$ cat config.mk
export PLATFORM = sky130hd
export DESIGN_NAME = ims_master
export DESIGN_NICKNAME = d
export VERILOG_FILES = /design/src/rtl/ims_pkg.sv /design/src/rtl/ims_tick_if.sv /design/src/rtl/ims_master.sv /design/src/rtl/ims_baud_gen.sv
export VERILOG_INCLUDE_DIRS = /design/src /design/src/rtl
export SDC_FILE = /design/constraint.sdc
export NUM_CORES = 1
export LEC_CHECK = 0
export BUFFER_PORTS_ARGS = -buffer_cell sky130_fd_sc_hd__buf_4
export CAP_MARGIN = 20
export CORE_MARGIN = 3
export CORE_UTILIZATION = 40
export DETAILED_ROUTE_END_ITERATION = 7
export SLEW_MARGIN = 10
export SYNTH_ARGS = -nofsm -noshare
export SYNTH_HDL_FRONTEND = slang
export SYNTH_SLANG_ARGS = --single-unit
$ cat constraint.sdc
create_clock -name ref_clk -period 2.5 [get_ports ref_clk]
set_input_delay 0.125 -clock ref_clk [delete_from_list [all_inputs] [get_ports ref_clk]]
set_output_delay 0.125 -clock ref_clk [all_outputs]
set_load 0.01 [all_outputs]
$ cat src/rtl/ims_params.svh
// Offsets, field positions, reset values and timing counts of the I2C master sequencer
`ifndef IMS_PARAMS_SVH
`define IMS_PARAMS_SVH
`define IMS_ADDR_BUF 4'h0
`define IMS_ADDR_CON2 4'h1
`define IMS_ADDR_BAUD 4'h2
`define IMS_ADDR_STAT 4'h3
`define IMS_ADDR_MASK 4'h4
`define IMS_ADDR_FLAGS 4'h5
`define IMS_CON2_START_REQ_BIT 0
`define IMS_CON2_RESTART_REQ_BIT 1
`define IMS_CON2_STOP_REQ_BIT 2
`define IMS_CON2_RECV_EN_BIT 3
`define IMS_CON2_ACK_EN_BIT 4
`define IMS_CON2_ACK_VAL_BIT 5
`define IMS_CON2_ACK_SEEN_BIT 6
`define IMS_ST_START 0
`define IMS_ST_BYTE 1
`define IMS_ST_STOP 2
`define IMS_ST_ACK 3
`define IMS_CLK_HZ 100000000
`define IMS_RATE_100K 100000
`define IMS_BAUD_RESET 8'hf9
`define IMS_BAUD_DIV(rate) ((`IMS_CLK_HZ / (4 * (rate))) - 1)
`endif

$ cat src/rtl/ims_pkg.sv
// Types of the I2C master sequencer
package ims_pkg;
  typedef enum logic [1:0] {
    IMS_PH_IDLE,
    IMS_PH_START,
    IMS_PH_BYTE,
    IMS_PH_STOP
  } ims_phase_t;
endpackage

$ cat src/rtl/ims_tick_if.sv
// Quarter-period tick carrier between the sequencer and its baud generator
`timescale 1ns/1ns
interface ims_tick_if;
  logic run;
  logic [7:0] reload;
  logic tick;
  modport gen (input run, input reload, output tick);
  modport seq (output run, output reload, input tick);
endinterface

$ cat src/rtl/ims_master.sv
// Master-mode engine of a two-wire serial port with register port and interrupt
`timescale 1ns/1ns
`include "ims_params.svh"

// Overview of operation
// - Master makes all clocks, starts, stops
// - Transfer ends by stop or repeated start
// - Write address byte ends in bit 0
// - Send eight bits, slave acknowledges
// - Read address byte ends in bit 1
// - Sample eight bits while driving clock
// - Master answers each received byte with control bit 5
// - Clock rate from shared baud generator
// - Start request bit 0 makes start
// - Flag after start, after hold time
// - Address written to buffer shifts out
// - Data written to buffer shifts out
// - Slave acknowledge stored in bit 6
// - Flag set end of ninth clock
// - Stop request bit 2 makes stop
// - Interrupt once stop has completed
module ims_master (
  // Clock and reset
  input wire logic ref_clk,
  input wire logic reset,
  // Register port
  input wire logic [3:0] reg_addr,
  input wire logic [7:0] reg_wdata,
  input wire logic reg_wr,
  input wire logic reg_rd,
  output logic [7:0] reg_rdata,
  // Interrupt
  output logic irq,
  // Bus pins, open drain
  input wire logic bus_clock_line_in,
  output logic bus_clock_line_out,
  output logic bus_clock_line_oe,
  input wire logic bus_data_line_in,
  output logic bus_data_line_out,
  output logic bus_data_line_oe
);
  typedef struct packed {
    ims_pkg::ims_phase_t phase;
    logic [1:0] quarter;
    logic [3:0] bitn;
    logic recv;
    logic [7:0] shift_buffer_reg;
    logic [7:0] serial_control_two;
    logic [7:0] baud;
    logic [3:0] status;
    logic [3:0] mask;
    logic scl;
    logic sda;
    logic [1:0] scl_sync;
    logic [1:0] sda_sync;
    logic [7:0] rdata;
  } ims_state_t;

  ims_state_t st_ff;
  ims_state_t nxt_st;
  ims_tick_if tk ();

  ims_baud_gen u_baud (
    .ref_clk(ref_clk),
    .reset(reset),
    .tk(tk)
  );

  // Sequencer runs the generator only while a bus phase is active
  assign tk.run = st_ff.phase != ims_pkg::IMS_PH_IDLE;
  assign tk.reload = st_ff.baud;

  function automatic logic [3:0] w1c(input logic [3:0] cur, input logic [3:0] wr);
    w1c = cur & ~wr;
  endfunction

  always_comb begin
    // Status bits raised by the bus engine this cycle
    logic [3:0] hw_set;
    hw_set = 4'h0;
    nxt_st = st_ff;
    nxt_st.scl_sync = {st_ff.scl_sync[0], bus_clock_line_in};
    nxt_st.sda_sync = {st_ff.sda_sync[0], bus_data_line_in};
    nxt_st.rdata = 8'h00;
    // Register reads
    if (reg_rd) begin
      unique case (reg_addr)
        `IMS_ADDR_BUF: nxt_st.rdata = st_ff.shift_buffer_reg;
        `IMS_ADDR_CON2: nxt_st.rdata = st_ff.serial_control_two;
        `IMS_ADDR_BAUD: nxt_st.rdata = st_ff.baud;
        `IMS_ADDR_STAT: nxt_st.rdata = {4'h0, st_ff.status};
        `IMS_ADDR_MASK: nxt_st.rdata = {4'h0, st_ff.mask};
        `IMS_ADDR_FLAGS: nxt_st.rdata = {6'h00, st_ff.recv,
                                         st_ff.phase != ims_pkg::IMS_PH_IDLE};
        default: nxt_st.rdata = 8'h00;
      endcase
    end
    // Register writes
    if (reg_wr) begin
      unique case (reg_addr)
        `IMS_ADDR_BUF: begin
          if (st_ff.phase == ims_pkg::IMS_PH_IDLE) begin
            nxt_st.shift_buffer_reg = reg_wdata;
            nxt_st.recv = 1'b0;
            nxt_st.phase = ims_pkg::IMS_PH_BYTE;
            nxt_st.bitn = 4'h0;
            nxt_st.quarter = 2'h0;
          end
        end
        `IMS_ADDR_CON2: begin
          nxt_st.serial_control_two[5:0] = reg_wdata[5:0];
        end
        `IMS_ADDR_BAUD: nxt_st.baud = reg_wdata;
        `IMS_ADDR_MASK: nxt_st.mask = reg_wdata[3:0];
        default: ;
      endcase
    end
    // Launch a queued request when idle
    if (st_ff.phase == ims_pkg::IMS_PH_IDLE) begin
      if (st_ff.serial_control_two[`IMS_CON2_START_REQ_BIT]
          || st_ff.serial_control_two[`IMS_CON2_RESTART_REQ_BIT]) begin
        nxt_st.phase = ims_pkg::IMS_PH_START;
        nxt_st.quarter = 2'h0;
      end else if (st_ff.serial_control_two[`IMS_CON2_STOP_REQ_BIT]) begin
        nxt_st.phase = ims_pkg::IMS_PH_STOP;
        nxt_st.quarter = 2'h0;
      end else if (st_ff.serial_control_two[`IMS_CON2_RECV_EN_BIT]) begin
        nxt_st.phase = ims_pkg::IMS_PH_BYTE;
        nxt_st.recv = 1'b1;
        nxt_st.bitn = 4'h0;
        nxt_st.quarter = 2'h0;
        nxt_st.shift_buffer_reg = 8'hff;
      end
    end else if (tk.tick) begin
      nxt_st.quarter = st_ff.quarter + 2'h1;
      unique case (st_ff.phase)
        ims_pkg::IMS_PH_START: begin
          // Q0 release data, Q1 clock high, Q2 data low, Q3 hold then clock low
          unique case (st_ff.quarter)
            2'h0: nxt_st.sda = 1'b1;
            2'h1: nxt_st.scl = 1'b1;
            2'h2: nxt_st.sda = 1'b0;
            2'h3: begin
              nxt_st.scl = 1'b0;
              nxt_st.phase = ims_pkg::IMS_PH_IDLE;
              hw_set[`IMS_ST_START] = 1'b1;
              nxt_st.serial_control_two[`IMS_CON2_START_REQ_BIT] = 1'b0;
              nxt_st.serial_control_two[`IMS_CON2_RESTART_REQ_BIT] = 1'b0;
            end
          endcase
        end
        ims_pkg::IMS_PH_BYTE: begin
          unique case (st_ff.quarter)
            2'h0: begin
              if (st_ff.bitn == 4'h8) begin
                // Ninth clock: drive ack when receiving, else release
                nxt_st.sda = st_ff.recv ? st_ff.serial_control_two[`IMS_CON2_ACK_VAL_BIT]
                                        : 1'b1;
              end else begin
                // Bit 0 of buffer is the read/write bit of the address byte
                nxt_st.sda = st_ff.recv ? 1'b1 : st_ff.shift_buffer_reg[7];
              end
            end
            2'h1: nxt_st.scl = 1'b1;
            2'h2: begin
              if (st_ff.scl_sync[1]) begin
                if (st_ff.bitn == 4'h8) begin
                  if (!st_ff.recv) begin
                    nxt_st.serial_control_two[`IMS_CON2_ACK_SEEN_BIT] =
                      st_ff.sda_sync[1];
                  end
                end else begin
                  nxt_st.shift_buffer_reg = {st_ff.shift_buffer_reg[6:0],
                                             st_ff.sda_sync[1]};
                end
              end else begin
                // Slave stretches the clock
                nxt_st.quarter = st_ff.quarter;
              end
            end
            2'h3: begin
              nxt_st.scl = 1'b0;
              nxt_st.bitn = st_ff.bitn + 4'h1;
              if (st_ff.bitn == 4'h8) begin
                nxt_st.phase = ims_pkg::IMS_PH_IDLE;
                nxt_st.sda = st_ff.recv ? 1'b1 : st_ff.sda;
                hw_set[`IMS_ST_BYTE] = 1'b1;
                nxt_st.serial_control_two[`IMS_CON2_RECV_EN_BIT] = 1'b0;
                if (st_ff.recv) begin
                  hw_set[`IMS_ST_ACK] = 1'b1;
                end
              end
            end
          endcase
        end
        ims_pkg::IMS_PH_STOP: begin
          unique case (st_ff.quarter)
            2'h0: nxt_st.sda = 1'b0;
            2'h1: nxt_st.scl = 1'b1;
            2'h2: nxt_st.sda = 1'b1;
            2'h3: begin
              nxt_st.phase = ims_pkg::IMS_PH_IDLE;
              hw_set[`IMS_ST_STOP] = 1'b1;
              nxt_st.serial_control_two[`IMS_CON2_STOP_REQ_BIT] = 1'b0;
            end
          endcase
        end
        default: ;
      endcase
    end
    // Hardware sets win over a same-cycle software clear
    nxt_st.status = st_ff.status | hw_set;
    if (reg_wr && reg_addr == `IMS_ADDR_STAT) begin
      nxt_st.status = w1c(st_ff.status, reg_wdata[3:0]) | hw_set;
    end
  end

  assign reg_rdata = st_ff.rdata;
  assign irq = |(st_ff.status & st_ff.mask);
  // Open drain: drive low only
  assign bus_clock_line_out = 1'b0;
  assign bus_clock_line_oe = ~st_ff.scl;
  assign bus_data_line_out = 1'b0;
  assign bus_data_line_oe = ~st_ff.sda;

  always_ff @(posedge ref_clk) begin
    if (reset) begin
      // Lines released, generator at its reset rate
      st_ff <= '{
        phase: ims_pkg::IMS_PH_IDLE,
        quarter: 2'h0,
        bitn: 4'h0,
        recv: 1'b0,
        shift_buffer_reg: 8'h00,
        serial_control_two: 8'h00,
        baud: `IMS_BAUD_RESET,
        status: 4'h0,
        mask: 4'h0,
        scl: 1'b1,
        sda: 1'b1,
        scl_sync: 2'b11,
        sda_sync: 2'b11,
        rdata: 8'h00
      };
    end else begin
      st_ff <= nxt_st;
    end
  end
endmodule // ims_master

$ cat src/rtl/ims_baud_gen.sv
// Baud rate generator: one tick every reload+1 clocks while running
`timescale 1ns/1ns
module ims_baud_gen (
  // Clock and reset
  input wire logic ref_clk,
  input wire logic reset,
  // Tick carrier
  ims_tick_if.gen tk
);
  typedef struct packed {
    logic [7:0] cnt;
  } ims_bg_state_t;
  ims_bg_state_t st_ff;
  ims_bg_state_t nxt_st;

  always_comb begin
    nxt_st = st_ff;
    if (!tk.run || st_ff.cnt == 8'h00) begin
      nxt_st.cnt = tk.reload;
    end else begin
      nxt_st.cnt = st_ff.cnt - 8'h01;
    end
  end

  assign tk.tick = tk.run && st_ff.cnt == 8'h00;

  always_ff @(posedge ref_clk) begin
    if (reset) begin
      st_ff <= '0;
    end else begin
      st_ff <= nxt_st;
    end
  end
endmodule // ims_baud_gen

==> summary.txt <==
Placement
  • Routability congestion estimate: 0.8045
  • Dpl ws: 0.4065 ns
  • Port buffer count: 28
  • Post-detail-place hpwl: 5764 µm

Critical path
  • CP max stage cell: dfxtp_1
  • Worst Path Arrival: 2.16 ns
  • Reg2reg path depth: 5
  • Worst setup EP type: register
  • Slowest stage delay, CP: 0.43 ns
  • CP Max Fanout: 16
  • R2r endpoint: st_ff[43]
  • Sequence of cells on the critical path: nor2_1 -> nand3_1 -> buf_4 -> mux2i_1 -> o21ai_0
  • Critical Path Start Type: register
  • R2R Setup Slk: 0.56 ns
  • Req. time, crit path: 2.72 ns
  • Crit Reg-Reg Startpoint: st_ff[53]
  • Crit path kind: reg2reg

Yosys
  • Fraction of registers with async set/reset: 0%
  • Syn Inst Count: 361
  • Synth warnings: 0
  • Avg Inst Size Synth: 8.762 µm²
  • Yosys reg bits: 62
  • Top_reg_cell synth: dfxtp_1
  • Netlist cell types: 60
  • EDFF count, synth: 0
  • Synthesized area: 3163 µm²
  • Sequential area share after synthesis: 39.24%

Final layout
  • Share of cells above drive strength 1: 19.74%
  • FILL cells: 762
  • Register area: 1241 µm²
  • Area of the multi-input gates: 1709 µm²
  • N_diodes: 0
  • Final #Nets: 408
  • Area added between synthesis and finish: 14.04%

Clock tree
  • Hold_buf cts: 4
  • Worst-path clk slew: 0.06 ns
  • Resize count post-CTS: 0
  • CTS buffer count: 9
  • CTS tree: done
  • Setup Fix Bufs, Post-CTS: 0
  • # H-tree levels: 3
  • Clock latency on the worst-skew pair: 0.34 ns
  • Clock Tree Root: clkbuf_8
  • Clock Sinks: 62
  • Max clock buf depth: 2

Worst hold path
  • Hold Crit Start: reg_wdata[5]
  • WHS Path Cells: 3
  • Hold Crit Class: in2reg
  • Hold EP: tk.reload[5]

Timing
  • Final hold vios: 0
  • Final TNS setup: 0 ns
  • Tcrit/Tclk final: 77.70%
  • RSZ-0062 raised after global routing: no
  • Relative slew slack: 61.00%
  • Worst Max-Slew Pin Slew: 0.5850 ns
  • Min cycle time layout: 1.942 ns
  • Final Skew: 0.005256 ns
  • Final setup margin: 0.5576 ns
  • Max Slew Vio Count: 0
  • Final setup fails: 0
  • Max Clk Rate: 514.8 MHz

Floorplan
  • Boundary Pins: 31
  • Die span in x: 94.93 µm
  • DIE HEIGHT: 94.93 µm
  • Rows: 31
  • Initial Utilization: 42.47%
  • Core ar.: 7447 µm²
  • DIE AREA: 9011 µm²

Power and ir drop
  • Pwr Density: 564.4 nW/µm²
  • Clk pwr share: 39.1%
  • Max IR drop VDD: 0.0002828 V
  • Switching pwr: 0.0005103 W
  • Comb power frac: 9.9%
  • Internal: 0.001526 W
  • Sw Share: 25.07%
  • Reg power frac: 50.9%
  • Leak: 1.415 nW

Routing
  • Antenna Nets Post-Route: 0
  • Drt total wl: 8010 µm
  • DR iter-0 viols: 179
  • Vias per inst: 5.601
  • DR DRC count: 0
  • DR vias: 2711
  • Drt pass-1 iters: 4
  • Routed length per instance: 16.55 µm

Global routing
  • Largest net degree at the start of global routing: 38
  • First-pass GRT wire length: 12920 µm
  • Number of global-route vias before repair: 2619
  • Gr ovfl total: 0
  • Initial antenna violation count: 0
  • GRT Total Usage: 18.80%

Run status
  • Status: completed

Run
  • Max cap viols: 0
==> cells in the final DEF, fill, tap and decap left out, drive strengths merged, types with 3 or more instances in the layout <==
cell type    count
a211oi           6
a21oi           19
a221oi           3
a22oi            9
a31oi            6
a41oi            7
and3             6
buf             36
clkbuf          13
dfxtp           62
dlygate4sd3      4
ha               8
inv             13
mux2             8
mux2i           14
nand2           31
nand3           23
nor2            25
nor3             6
nor3b            5
nor4             3
nor4b            3
o211ai           3
o21a             6
o21ai           19
or2              9
or3              4
xor2             4
==> final cells by class <==
| class | count | share of cell area (%) |
|---|---|---|
| Multi-Input combinational cell | 256 | 47.38 |
| Sequential cell | 62 | 34.41 |
| Timing Repair Buffer | 40 | 8.602 |
| Clock buffer | 13 | 4.683 |
| Tap cell | 99 | 3.434 |
| Inverter | 13 | 1.353 |
| Clock inverter | 1 | 0.1387 |
==> cells in the mapped netlist, drive strengths merged, types with 4 or more instances <==
library cell | count | area [µm²]
clkbuf | 15 | 56.30
or2 | 9 | 58.81
nor3 | 6 | 35.03
a21oi | 19 | 95.09
buf | 16 | 111.4
mux2 | 8 | 90.09
nand3 | 23 | 127.6
a41oi | 7 | 61.31
o21ai | 19 | 95.09
dfxtp | 62 | 1241
mux2i | 14 | 140.1
nor2 | 25 | 93.84
or3 | 4 | 25.02
nand2 | 31 | 116.4
o21a | 6 | 45.04
inv | 13 | 48.80
nor3b | 5 | 42.54
xor2 | 4 | 35.03
a22oi | 9 | 67.56
a31oi | 6 | 37.54
and3 | 6 | 40.03
ha | 8 | 100.1
a211oi | 6 | 50.05
==> sequential cells by signal (all words and copies together), names as in the netlist <==
register and flops:
reg_rdata 8, nxt_st 2, u_baud.st_ff 8, tk.reload 8, st_ff 36
==> kinds of logic after synthesis <==
family	share of synthesized area, %
buffers and inverters	6.843
multiplexers	7.278
other	0.1186
AO/OA/AOI/OAI	19.26
AND/OR/NAND/NOR	22.43
XOR/XNOR	1.661
adder cells (fa/ha/maj)	3.165
flip-flops	39.24
==> metal layers <==
metal	up-vias	GRT usage (%)	wire length [µm]
met5	-	0	0
met4	0	5.529	74
met3	8	4.622	405
met2	53	29.65	3717
met1	1310	25.40	3812
li1	1340	-	-
==> worst max-delay path: cells and delay by family, from the launching register on <==
kind,cells,cell delay [ns]
buf+inv,1,0.30
flops,1,0.43
simple gates,2,0.83
compound gates,1,0.09
mux,1,0.16
==> worst max path at each step <==
stage / cells past startpoint / from / endpoint
CTS: 6 / u_baud.st_ff[0] / u_baud.st_ff[2]
global placement: 6 / u_baud.st_ff[0] / u_baud.st_ff[0]
global route: 5 / st_ff[53] / u_baud.st_ff[1]
finish: 5 / st_ff[53] / st_ff[43]
detailed placement: 6 / u_baud.st_ff[0] / u_baud.st_ff[0]
floorplan: 5 / st_ff[51] / st_ff[12]
==> stage by stage <==
stage	hold WS [ns]	power, W	area, µm²	util, %	instances
finish	0.02262	0.002036	3607	48.44	484
global route	0.03230	0.002129	3607	48.44	484
floorplan	0.2288	0.001184	3167	-	362
detailed placement	0.3134	0.001252	3386	45.46	465
CTS	0.004042	0.002057	3600	48.34	483
global placement	0.3117	0.001249	3386	45.46	465
==> power groups by stage <==
| stage | clock network [W] | logic (W) | registers, W |
|---|---|---|---|
| 2_1_floorplan | 0 | 0.000133 | 0.00105 |
| 3_3_place_gp | 0 | 0.000190 | 0.00106 |
| 3_5_place_dp | 0 | 0.000193 | 0.00106 |
| 4_1_cts | 0.000821 | 0.000199 | 0.00104 |
| 5_1_grt | 0.000866 | 0.000223 | 0.00104 |
| 6_report | 0.000797 | 0.000202 | 0.00104 |
No activity file was read; power rests on OpenSTA's default activity.
